File: src/fhs_pkg.sv
`default_nettype none
package fhs_pkg;
  localparam logic [7:0] OFF_STATUS = 8'h00;
  localparam logic [7:0] OFF_CTRL = 8'h04;
  localparam logic [7:0] OFF_CMD = 8'h08;
  localparam logic [7:0] OFF_SENSE = 8'h0c;
  localparam logic [7:0] OFF_UPTIME = 8'h10;
  localparam logic [7:0] OFF_LOG_SEL = 8'h14;
  localparam logic [7:0] OFF_LOG_TS = 8'h18;
  localparam logic [7:0] OFF_LOG_CODE = 8'h1c;
  localparam logic [7:0] OFF_POS_REF = 8'h20;
  localparam int ST_HALT = 0;
  localparam int ST_SUP_WARN = 1;
  localparam int ST_SUP_FAULT = 2;
  localparam int ST_OVERDRIVE = 3;
  localparam int ST_TEMP_WARN = 4;
  localparam int ST_TEMP_ERR = 5;
  localparam int ST_CUR_FAULT = 6;
  localparam int ST_VOLT_ERR = 7;
  localparam int ST_ERR_STATE = 8;
  localparam int ST_LIMIT = 9;
  localparam logic [7:0] CMD_HOMING = 8'h20;
  localparam logic [7:0] CMD_PREPOS = 8'h21;
  localparam logic [7:0] CMD_HALT = 8'h22;
  localparam logic [7:0] CMD_ACK = 8'h24;
  localparam logic [7:0] CMD_GRASP = 8'h25;
  localparam logic [7:0] CMD_RELEASE = 8'h26;
  localparam logic [7:0] CMD_OVERDRIVE = 8'h30;
  localparam logic [7:0] RES_OK = 8'h00;
  localparam logic [7:0] RES_DENIED = 8'h01;
  localparam logic [7:0] RES_ACK_REFUSED = 8'h02;
  localparam logic [7:0] RES_UNKNOWN = 8'h03;
  localparam logic [7:0] TEMP_WARN_C = 8'h41;
  localparam logic [7:0] TEMP_ERR_C = 8'h46;
  localparam logic [9:0] V_FAULT_LO = 10'h0c8;
  localparam logic [9:0] V_WARN_LO = 10'h0dc;
  localparam logic [9:0] V_WARN_HI = 10'h104;
  localparam logic [9:0] V_FAULT_HI = 10'h118;
  localparam logic [9:0] V_HYST = 10'h005;
  localparam int EV_N = 5;
  localparam int EV_HALT = 0;
  localparam int EV_TWARN = 1;
  localparam int EV_TERR = 2;
  localparam int EV_CUR = 3;
  localparam int EV_OVD = 4;
  localparam int LOG_DEPTH = 16;
  localparam int CLK_PERIOD_NS = 8;
  localparam int MS_NS = 1000000;
  localparam int MS_CYCLES = MS_NS / CLK_PERIOD_NS;
  localparam logic [1:0] RESP_OKAY = 2'h0;
  localparam logic [1:0] RESP_SLVERR = 2'h2;
endpackage
`default_nettype wire

File: src/fhs_supervisor.sv
// Decided for this implementation: the register offsets and the AXI4-Lite slave port.
`timescale 1ns/100ps
`default_nettype none
module fhs_supervisor #(
  parameter int MS_CYCLES = fhs_pkg::MS_CYCLES
) (
  input wire logic core_clk,
  input wire logic reset,
  input wire logic s_axi_awvalid,
  output logic s_axi_awready,
  input wire logic [7:0] s_axi_awaddr,
  input wire logic s_axi_wvalid,
  output logic s_axi_wready,
  input wire logic [31:0] s_axi_wdata,
  input wire logic [3:0] s_axi_wstrb,
  output logic s_axi_bvalid,
  input wire logic s_axi_bready,
  output logic [1:0] s_axi_bresp,
  input wire logic s_axi_arvalid,
  output logic s_axi_arready,
  input wire logic [7:0] s_axi_araddr,
  output logic s_axi_rvalid,
  input wire logic s_axi_rready,
  output logic [31:0] s_axi_rdata,
  output logic [1:0] s_axi_rresp,
  input wire logic [7:0] temp_c,
  input wire logic [9:0] supply_dv,
  input wire logic overload,
  input wire logic limit_cross,
  input wire logic cmd_fail_ack,
  input wire logic homed_valid,
  input wire logic [31:0] homed_pos,
  input wire logic tod_valid,
  input wire logic [31:0] tod_ms,
  output logic drive_en,
  output logic motion_valid,
  output logic [7:0] motion_code,
  output logic [31:0] pos_ref
);
  typedef struct packed {
    logic aw_rdy;
    logic w_rdy;
    logic aw_full;
    logic w_full;
    logic [7:0] aw_addr;
    logic [31:0] w_data;
    logic w_lane0;
    logic b_vld;
    logic [1:0] b_resp;
    logic ar_rdy;
    logic r_vld;
    logic [31:0] r_data;
    logic [1:0] r_resp;
    logic halt;
    logic drive_en;
    logic temp_warn;
    logic temp_err;
    logic cur_fault;
    logic volt_err;
    logic sup_warn;
    logic sup_fault;
    logic overdrive;
    logic err_state;
    logic limit_hit;
    logic limit_en;
    logic overload_d;
    logic [7:0] last_cmd;
    logic [7:0] last_res;
    logic motion_vld;
    logic [7:0] motion_code;
    logic [16:0] ms_div;
    logic [31:0] uptime;
    logic [fhs_pkg::EV_N-1:0] ev_pend;
    logic [fhs_pkg::LOG_DEPTH-1:0][39:0] log_mem;
    logic [3:0] log_wr;
    logic [4:0] log_cnt;
    logic [3:0] log_sel;
    logic [31:0] pos_ref;
  } fhs_state_t;

  fhs_state_t st_ff;
  fhs_state_t nxt_st;
  logic wr_do;
  logic cmd_fire;
  logic [7:0] cmd_code;
  logic ack_ok;
  logic halt_cause;
  logic log_pop;
  logic [2:0] log_code;
  logic [3:0] log_phys;
  logic [31:0] status_word;
  logic [31:0] stamp;

  always_comb begin
    status_word = '0;
    status_word[fhs_pkg::ST_HALT] = st_ff.halt;
    status_word[fhs_pkg::ST_SUP_WARN] = st_ff.sup_warn;
    status_word[fhs_pkg::ST_SUP_FAULT] = st_ff.sup_fault;
    status_word[fhs_pkg::ST_OVERDRIVE] = st_ff.overdrive;
    status_word[fhs_pkg::ST_TEMP_WARN] = st_ff.temp_warn;
    status_word[fhs_pkg::ST_TEMP_ERR] = st_ff.temp_err;
    status_word[fhs_pkg::ST_CUR_FAULT] = st_ff.cur_fault;
    status_word[fhs_pkg::ST_VOLT_ERR] = st_ff.volt_err;
    status_word[fhs_pkg::ST_ERR_STATE] = st_ff.err_state;
    status_word[fhs_pkg::ST_LIMIT] = st_ff.limit_hit;
  end

  always_comb begin
    nxt_st = st_ff;
    // Write channel capture
    if (s_axi_awvalid && st_ff.aw_rdy) begin
      nxt_st.aw_full = 1'b1;
      nxt_st.aw_addr = s_axi_awaddr;
    end
    if (s_axi_wvalid && st_ff.w_rdy) begin
      nxt_st.w_full = 1'b1;
      nxt_st.w_data = s_axi_wdata;
      nxt_st.w_lane0 = s_axi_wstrb[0];
    end
    if (st_ff.b_vld && s_axi_bready) begin
      nxt_st.b_vld = 1'b0;
    end
    wr_do = st_ff.aw_full && st_ff.w_full && !st_ff.b_vld;
    cmd_fire = 1'b0;
    cmd_code = st_ff.w_data[7:0];
    if (wr_do) begin
      nxt_st.aw_full = 1'b0;
      nxt_st.w_full = 1'b0;
      nxt_st.b_vld = 1'b1;
      nxt_st.b_resp = fhs_pkg::RESP_OKAY;
      unique case (st_ff.aw_addr)
        fhs_pkg::OFF_CTRL: begin
          if (st_ff.w_lane0) begin
            nxt_st.limit_en = st_ff.w_data[0];
          end
        end
        fhs_pkg::OFF_CMD: begin
          cmd_fire = st_ff.w_lane0;
        end
        fhs_pkg::OFF_LOG_SEL: begin
          if (st_ff.w_lane0) begin
            nxt_st.log_sel = st_ff.w_data[3:0];
          end
        end
        fhs_pkg::OFF_STATUS, fhs_pkg::OFF_SENSE, fhs_pkg::OFF_UPTIME,
        fhs_pkg::OFF_LOG_TS, fhs_pkg::OFF_LOG_CODE, fhs_pkg::OFF_POS_REF: begin
        end
        default: begin
          nxt_st.b_resp = fhs_pkg::RESP_SLVERR;
        end
      endcase
    end
    nxt_st.aw_rdy = !nxt_st.aw_full;
    nxt_st.w_rdy = !nxt_st.w_full;

    if (st_ff.ms_div == 17'(MS_CYCLES - 1)) begin
      nxt_st.ms_div = '0;
      nxt_st.uptime = st_ff.uptime + 32'h1;
    end else begin
      nxt_st.ms_div = st_ff.ms_div + 17'h1;
    end
    nxt_st.temp_warn = temp_c > fhs_pkg::TEMP_WARN_C;
    nxt_st.temp_err = temp_c >= fhs_pkg::TEMP_ERR_C;
    nxt_st.overload_d = overload;
    if (st_ff.sup_fault) begin
      nxt_st.sup_fault = supply_dv <= fhs_pkg::V_FAULT_LO + fhs_pkg::V_HYST
        || supply_dv >= fhs_pkg::V_FAULT_HI - fhs_pkg::V_HYST;
    end else begin
      nxt_st.sup_fault = supply_dv <= fhs_pkg::V_FAULT_LO
        || supply_dv >= fhs_pkg::V_FAULT_HI;
    end
    if (st_ff.sup_warn) begin
      nxt_st.sup_warn = supply_dv <= fhs_pkg::V_WARN_LO + fhs_pkg::V_HYST
        || supply_dv >= fhs_pkg::V_WARN_HI - fhs_pkg::V_HYST;
    end else begin
      nxt_st.sup_warn = supply_dv <= fhs_pkg::V_WARN_LO
        || supply_dv >= fhs_pkg::V_WARN_HI;
    end
    if (homed_valid) begin
      nxt_st.pos_ref = homed_pos;
    end
    ack_ok = !st_ff.temp_err && !overload && !st_ff.sup_fault;
    nxt_st.motion_vld = 1'b0;
    if (cmd_fire) begin
      nxt_st.last_cmd = cmd_code;
      nxt_st.last_res = fhs_pkg::RES_OK;
      unique case (cmd_code)
        fhs_pkg::CMD_ACK: begin
          if (ack_ok) begin
            nxt_st.halt = 1'b0;
            nxt_st.cur_fault = 1'b0;
            nxt_st.volt_err = 1'b0;
            nxt_st.err_state = 1'b0;
            nxt_st.limit_hit = 1'b0;
          end else begin
            nxt_st.last_res = fhs_pkg::RES_ACK_REFUSED;
          end
        end
        fhs_pkg::CMD_HALT: begin
        end
        fhs_pkg::CMD_OVERDRIVE: begin
          nxt_st.overdrive = 1'b1;
        end
        fhs_pkg::CMD_HOMING, fhs_pkg::CMD_PREPOS, fhs_pkg::CMD_GRASP,
        fhs_pkg::CMD_RELEASE: begin
          if (st_ff.halt) begin
            nxt_st.last_res = fhs_pkg::RES_DENIED;
          end else begin
            nxt_st.motion_vld = 1'b1;
            nxt_st.motion_code = cmd_code;
          end
        end
        default: begin
          nxt_st.last_res = fhs_pkg::RES_UNKNOWN;
        end
      endcase
    end
    nxt_st.cur_fault |= overload && !st_ff.overload_d;
    nxt_st.volt_err |= nxt_st.sup_fault && !st_ff.sup_fault;
    nxt_st.err_state |= cmd_fail_ack;
    nxt_st.limit_hit |= limit_cross && st_ff.limit_en;
    halt_cause = (nxt_st.temp_err && !st_ff.temp_err)
      || (overload && !st_ff.overload_d)
      || (nxt_st.sup_fault && !st_ff.sup_fault)
      || cmd_fail_ack || (limit_cross && st_ff.limit_en)
      || (cmd_fire && cmd_code == fhs_pkg::CMD_HALT);
    nxt_st.halt |= halt_cause;
    nxt_st.drive_en = !nxt_st.halt;

    log_pop = |st_ff.ev_pend;
    log_code = '0;
    for (int i = fhs_pkg::EV_N - 1; i >= 0; i--) begin
      if (st_ff.ev_pend[i]) begin
        log_code = 3'(i);
      end
    end
    if (log_pop) begin
      nxt_st.ev_pend[log_code] = 1'b0;
    end
    nxt_st.ev_pend[fhs_pkg::EV_HALT] |= nxt_st.halt && !st_ff.halt;
    nxt_st.ev_pend[fhs_pkg::EV_TWARN] |= nxt_st.temp_warn && !st_ff.temp_warn;
    nxt_st.ev_pend[fhs_pkg::EV_TERR] |= nxt_st.temp_err && !st_ff.temp_err;
    nxt_st.ev_pend[fhs_pkg::EV_CUR] |= overload && !st_ff.overload_d;
    nxt_st.ev_pend[fhs_pkg::EV_OVD] |= nxt_st.overdrive && !st_ff.overdrive;
    stamp = tod_valid ? tod_ms : st_ff.uptime;
    if (log_pop) begin
      nxt_st.log_mem[st_ff.log_wr] = {5'h0, log_code + 3'h1, stamp};
      nxt_st.log_wr = st_ff.log_wr + 4'h1;
      if (st_ff.log_cnt != 5'(fhs_pkg::LOG_DEPTH)) begin
        nxt_st.log_cnt = st_ff.log_cnt + 5'h1;
      end
    end

    // Read channel
    log_phys = st_ff.log_sel;
    if (st_ff.log_cnt == 5'(fhs_pkg::LOG_DEPTH)) begin
      log_phys = st_ff.log_wr + st_ff.log_sel;
    end
    if (st_ff.r_vld && s_axi_rready) begin
      nxt_st.r_vld = 1'b0;
      nxt_st.ar_rdy = 1'b1;
    end
    if (s_axi_arvalid && st_ff.ar_rdy) begin
      nxt_st.r_vld = 1'b1;
      nxt_st.ar_rdy = 1'b0;
      nxt_st.r_resp = fhs_pkg::RESP_OKAY;
      unique case (s_axi_araddr)
        fhs_pkg::OFF_STATUS: nxt_st.r_data = status_word;
        fhs_pkg::OFF_CTRL: nxt_st.r_data = {31'h0, st_ff.limit_en};
        fhs_pkg::OFF_CMD: nxt_st.r_data = {16'h0, st_ff.last_res, st_ff.last_cmd};
        fhs_pkg::OFF_SENSE: nxt_st.r_data = {14'h0, supply_dv, temp_c};
        fhs_pkg::OFF_UPTIME: nxt_st.r_data = st_ff.uptime;
        fhs_pkg::OFF_LOG_SEL: nxt_st.r_data = {11'h0, st_ff.log_cnt, 12'h0, st_ff.log_sel};
        fhs_pkg::OFF_LOG_TS: nxt_st.r_data = st_ff.log_mem[log_phys][31:0];
        fhs_pkg::OFF_LOG_CODE: nxt_st.r_data = {24'h0, st_ff.log_mem[log_phys][39:32]};
        fhs_pkg::OFF_POS_REF: nxt_st.r_data = st_ff.pos_ref;
        default: begin
          nxt_st.r_data = '0;
          nxt_st.r_resp = fhs_pkg::RESP_SLVERR;
        end
      endcase
    end
  end

  always_ff @(posedge core_clk) begin
    if (reset) begin
      st_ff <= '0;
      st_ff.aw_rdy <= 1'b1;
      st_ff.w_rdy <= 1'b1;
      st_ff.ar_rdy <= 1'b1;
      st_ff.drive_en <= 1'b1;
    end else begin
      st_ff <= nxt_st;
    end
  end

  assign s_axi_awready = st_ff.aw_rdy;
  assign s_axi_wready = st_ff.w_rdy;
  assign s_axi_bvalid = st_ff.b_vld;
  assign s_axi_bresp = st_ff.b_resp;
  assign s_axi_arready = st_ff.ar_rdy;
  assign s_axi_rvalid = st_ff.r_vld;
  assign s_axi_rdata = st_ff.r_data;
  assign s_axi_rresp = st_ff.r_resp;
  assign drive_en = st_ff.drive_en;
  assign motion_valid = st_ff.motion_vld;
  assign motion_code = st_ff.motion_code;
  assign pos_ref = st_ff.pos_ref;
endmodule
`default_nettype wire

File: config.mk
export PLATFORM = sky130hd
export DESIGN_NAME = fhs_supervisor
export DESIGN_NICKNAME = d
export VERILOG_FILES = /design/src/fhs_pkg.sv /design/src/fhs_supervisor.sv
export SDC_FILE = /design/constraint.sdc
export NUM_CORES = 2
export LEC_CHECK = 0
export BUFFER_PORTS_ARGS = -buffer_cell sky130_fd_sc_hd__buf_2
export CAP_MARGIN = 25
export CORE_AREA = 4 4 311 313
export CTS_CLUSTER_SIZE = 28
export DETAILED_ROUTE_END_ITERATION = 7
export DIE_AREA = 0 0 315 317
export MAX_ROUTING_LAYER = met4
export PLACE_DENSITY = 0.58
export SLEW_MARGIN = 20
export SYNTH_ARGS = -nofsm -noshare
export SYNTH_HDL_FRONTEND = slang
export SYNTH_SLANG_ARGS = --single-unit
File: constraint.sdc
create_clock -name core_clk -period 8.05 [get_ports core_clk]
set_input_delay 1.2075 -clock core_clk [delete_from_list [all_inputs] [get_ports core_clk]]
set_output_delay 1.2075 -clock core_clk [all_outputs]
set_load 0.005 [all_outputs]
---- Word-level counts from Yosys, hierarchy flattened ----
Index checks and enable logic that the tools add are counted.
storage, ports and cells
  flip-flop bits (word level) ............. 837
  input bits .............................. 146
  word-level logic and storage cells ...... 212
  output and inout bits ................... 83
operators by class
  multiplexer cells ....................... 43
  add/sub/neg operators ................... 6
  bitwise logic cells ..................... 15
  reduce and logical (&&, ||, !) cells .... 54
  order comparisons ....................... 15
  eq/ne operators ......................... 26
operator list
  operator                                                                               number
  640-bit bitwise mux                                                                    1
  32-bit one-hot mux with 9 select lines                                                 1
  40-bit binary-select mux with 4-bit select                                             1
  40-bit demux with 4-bit select                                                         1
  40-bit 2-to-1 mux                                                                      2
  8-bit by 6-bit equality test with 1-bit output (second input constant)                 9
  8-bit by 5-bit equality test with 1-bit output (second input constant)                 8
  10-bit by 8-bit <= comparator with 1-bit output (second input constant)                4
  36-bit 2-to-1 mux                                                                      1
  32-bit by 1-bit adder with 32-bit output (second input constant)                       1
  8-bit by 4-bit equality test with 1-bit output (second input constant)                 4
  32-bit 2-to-1 mux                                                                      1
  10-bit by 9-bit greater-or-equal comparator with 1-bit output (second input constant)  3
  8-bit one-hot mux with 3 select lines                                                  1
  3-bit 2-to-1 mux                                                                       7
  2-bit 2-to-1 mux                                                                       10
  1-bit logical AND                                                                      19
  9-bit OR reduction                                                                     2
  17-bit by 1-bit adder with 17-bit output (second input constant)                       1
  17-bit equality test (second input constant)                                           1
  8-bit by 3-bit equality test with 1-bit output (second input constant)                 2
  8-bit zero test                                                                        2
  1-bit 2-to-1 mux                                                                       13
  1-bit zero test                                                                        11
  other kinds (29)                                                                       53

---- Longest topological paths before layout ----
  depth after elaboration ................. 13
  gate-level depth with buffers ........... 13
  mapped depth without buffers ............ 9

---- Least setup slack after synthesis ----
No wires, ideal clock.
  path kind ............................... input-to-reg
  start point ............................. input port s_axi_araddr[2]
  end point ............................... register st_ff, in the netlist s_axi_rdata[1]
  arrival ................................. 2946 ps
  required time ........................... 7959 ps
  stages .................................. 8
  buffers on the path ..................... 1
  slack ................................... 5013 ps
  setup time .............................. 91 ps
  cell sequence ........................... clkbuf_1 nor3_1 nand2_1 nor4_1 a222oi_1 nand3_1 a31oi_1 a311oi_1
on the way
  cells in the longest elaborated chain, start to end .. 2
  elaborated cells on any way between the ends .. 10
  classes of those cells .................. eq/ne (8); mux (1); reduce/logical (1)
ends and longest elaborated chain
  element                                                                 line                   RTL
  start: declaration                                                      fhs_supervisor.sv:21   input wire logic [7:0] s_axi_araddr,
  8-bit by 6-bit equality test with 1-bit output (tied with other cells)  fhs_supervisor.sv:267  unique case (s_axi_araddr)
  32-bit one-hot mux with 9 select lines (*)                              fhs_supervisor.sv:267
  end signal: assignment                                                  fhs_supervisor.sv:293  st_ff <= nxt_st;
  end: declaration                                                        fhs_supervisor.sv:81   fhs_state_t st_ff;
Mark *: on every way between the ends. The rest lies on a longest branch, timed or not.
A chain may end at the register's enable or synchronous reset.

---- Worst setup path in the final report ----
  start point ............................. register st_ff[36] (netlist bit)
  end point ............................... register st_ff, in the netlist s_axi_rdata[13]
on the way
  cells in the longest elaborated chain, start to end .. 5
ends and longest elaborated chain
  element                                     line                   RTL
  5-bit equality test                         fhs_supervisor.sv:256  if (st_ff.log_cnt == 5'(fhs_pkg::LOG_DEPTH)) begin
  4-bit 2-to-1 mux                            fhs_supervisor.sv:256
  40-bit binary-select mux with 4-bit select  fhs_supervisor.sv:274  fhs_pkg::OFF_LOG_TS: nxt_st.r_data = st_ff.log_mem[log_phys][31:0];
  40-bit 2-to-1 mux                           -
  32-bit one-hot mux with 9 select lines      fhs_supervisor.sv:267
Every way passes these cells. The select of a mux whose other input is x is not followed.

==> run_results.csv <==
group,metric,value,unit
yosys,post_synth_edffs,0,
setup_path,timing.reg2reg.worst_path_depth,12,
route,route.final.wire_length,103000,µm
global_route,grt_start_max_net_pins,161,
worst_hold_path,whs_endpoint,"motion_code[5]",
sta,min_period_over_period,0.492,
die,rows,113,
setup_path,cpLargestDelayFamily,"buffers and inverters",
setup_path,critical_path.max_stage_delay,0.61,ns
route,vias_per_cell,5.39,
final_layout,drive_above_1_share,0.142,
yosys,syn_inst,3540,
clock_tree,ctsResizeCount,0,
clock_tree,clockBufferDepth,3,
global_route,number_of_global_route_vias_before_repair,23938,
setup_path,timing.critical_path.arrival,4.42,ns
clock_tree,cts-hold-fix-buffers,0,
global_route,globalRouteOverflowTotal,0,
clock_tree,cts_tree,"done",
clock_tree,clock_tree.htree_level_count,3,
clock_tree,cts_root_buf,"sky130_fd_sc_hd__clkbuf_16",
setup_path,critical_path.reg2reg.endpoint,"s_axi_rdata[13]",
yosys,synth.most_common_cell,"sky130_fd_sc_hd__dfxtp_1",
worst_hold_path,min-delay-start,"motion_code[5]",
yosys,netlist-cell-type-count,70,
yosys,yosys-top-cells-area,"sky130_fd_sc_hd__dfxtp_1 46%, sky130_fd_sc_hd__a211oi_1 13%, sky130_fd_sc_hd__mux2i_1 9.6%, sky130_fd_sc_hd__nor2_1 8.1%, sky130_fd_sc_hd__mux4_2 3.4%",
sta,report.final.setup_viol,0,
power_and_ir_drop,power.ir.vdd_worst,149,µV
yosys,synthDominantCellAreaShare,0.458,
yosys,yosysSeqAreaShare,0.458,
die,die_w,315,µm
placed_design,detailed_place_hpwl,61500,µm
sta,final_period_minus_worst_setup_slack,3.96,ns
route,detail_routed_net_length_per_standard_cell,21.4,µm
die,start_util,0.347,
final_layout,fin_cells,4819,
route,drc_errors,0,
setup_path,reg2reg_setup_slack,4.09,ns
final_layout,area.growth.synth_to_final,12.8,%
yosys,synth-seq-cells,749,
clock_tree,post-cts-setup-buffers,0,
clock_tree,clk-insertion-delay-late,0.63,ns
sta,final_hold_viol_count,0,
die,fp.dieH,317,µm
worst_hold_path,hold_path_depth,2,
route,drtIter0Drc,2654,
yosys,mapped_cell_area,32700,µm²
final_layout,design_area,36900,µm²
yosys,ffs_w_async_s_r_synth,0,
outcome,outcome,"complete, no violations",
global_route,antenna_found_initial,2,
setup_path,required,8.51,ns
global_route,grt_usage,0.206,
setup_path,worstPathMaxFanout,112,
sta,finalMaxSlewViolations,0,
setup_path,worst_r2r_src,"st_ff[36]",
clock_tree,cts_buffers,82,
placed_design,place_congestion,0.821,
worst_hold_path,worst_hold_path_type,"reg2reg",
global_route,wire_length_of_the_first_global_routing_pass,154000,µm
setup_path,path_buf_inv,4,
die,floorplan.die_area,99900,µm²
clock_tree,clock-sinks,749,
sta,fin_setup_tns,0,ns
final_layout,fin_nets,3653,
sta,worst_pin_slew,1.08,ns
setup_path,setup.worst_path.class,"reg2reg",
setup_path,critPathLaunchType,"flop",
placed_design,placed_cells,4671,
sta,achievable-frequency,253,MHz
yosys,synth_top_area_cell,"sky130_fd_sc_hd__dfxtp_1",
sta,timing.clock.skew,0.0240,ns
route,vias,25994,
job,max_cap_viol_count,0,
placed_design,post_dp_cell_area,34300,µm²
power_and_ir_drop,cellLeakagePower,0.0140,µW
setup_path,timing.critical_path.cells,"inv_1 -> ha_1 -> nor4bb_2 -> buf_4 -> mux2i_4 -> buf_4 -> buf_12 -> mux2i_1 -> mux2i_1 -> mux2_2 -> a221oi_1 -> a211oi_1",
die,core_area,94300,µm²
clock_tree,worst_setup_hold_path_clk_slew,0.06,ns
yosys,synth_top_flop_cell,"sky130_fd_sc_hd__dfxtp_1",
sta,slew_headroom,0.276,
placed_design,placement.io_buffers,199,
sta,rsz0062_at_grt,"no",
die,boundaryPins,229,
power_and_ir_drop,powerDensity,225,nW/µm²
final_layout,postLayoutCoreUtil,0.391,
setup_path,worst_path_max_delay_cell,"sky130_fd_sc_hd__buf_12",
setup_path,worst_setup_path_end_kind,"flop",
yosys,post_synth_most_frequent_cells,"749 x sky130_fd_sc_hd__dfxtp_1, 705 x sky130_fd_sc_hd__nor2_1, 569 x sky130_fd_sc_hd__a211oi_1",
route,first_pass_iters,8,
route,antenna_violating_nets_post_route,0,
yosys,syn-mean-instance-area,9.24,µm²
yosys,yosys_warnings,0,
[how the worst max path moves through the flow]
stage                      endpoint  cells after the start            start
CTS                 s_axi_rdata[13]                     12        st_ff[36]
global placement    s_axi_rdata[13]                     12        st_ff[36]
finish              s_axi_rdata[13]                     12        st_ff[36]
floorplan            s_axi_rdata[1]                      8  s_axi_araddr[2]
detailed placement  s_axi_rdata[13]                     12        st_ff[36]
global route        s_axi_rdata[13]                     12        st_ff[36]
[stage by stage]
stage                     worst slack (ns)  power (µW)  hold slack, ns
after detailed placement              4.12        4730           0.442
after CTS                             4.11        8370           0.453
final                                 4.09        8310           0.443
after global routing                  3.87        8620           0.479
after global placement                4.14        4730           0.427
after floorplan                       5.01        4480           0.413
[sequential cells by signal, summed over array words and instances, names as in the netlist, 8 cells and up]
name and flops:
cmd_code 8, pos_ref 32, motion_code 8, st_ff 660, s_axi_rdata 32
[cell usage in the layout (no fill, tap or decap), drive strengths merged, types with 29 or more instances in the layout]
cell type	n
buf	279
nand3	42
nor2	705
dfxtp	749
xor2	29
mux2i	316
mux4	50
and2	30
a211oi	569
clkbuf	126
a21oi	94
nand2	193
a222oi	37
[power by group]
group          switching [µW]  internal, µW  leakage (µW)
Clock                    1510          2140       0.00129
Sequential               96.5          3850       0.00607
Combinational             458           259       0.00659
Total                    2060          6250        0.0140
[metal layers]
metal / global-route usage / wire [µm] / up-vias
met1: 0.287 / 48000 / 12358
met3: 0.0524 / 8820 / 164
met2: 0.299 / 43900 / 875
met4: 0.0517 / 2360 / 0
met5: - / 0 / -
li1: - / - / 12597
[cells by family (layout without fill, tap and decap cells)]
family	Yosys count	after routing	synth area share
compound gates	841	841	0.189
xor+xnor	48	48	0.0128
fa+ha+maj	13	13	0.00520
buf+inv	433	444	0.0609
flops	749	749	0.458
mux	381	381	0.136
other cells	1	4	0.000115
simple gates	1074	1074	0.137
[worst min-delay path: stages, from the launching register on]
cell and delay [ns]:
sky130_fd_sc_hd__dfxtp_1 0.30, sky130_fd_sc_hd__inv_1 0.04, sky130_fd_sc_hd__a21oi_1 0.05
[cell type report]
type                       instances  area (µm²)
tap                             1265        1580
multi-input combinational       2359       15900
inverter                          22        82.6
timing repair buffer             280        1700
fill                            9501       57400
sequential                       749       15000
clock inverter                    17         128
clock buffer                     125        2480
antenna                            2        5.00
Power figures use the tool's default switching activity.
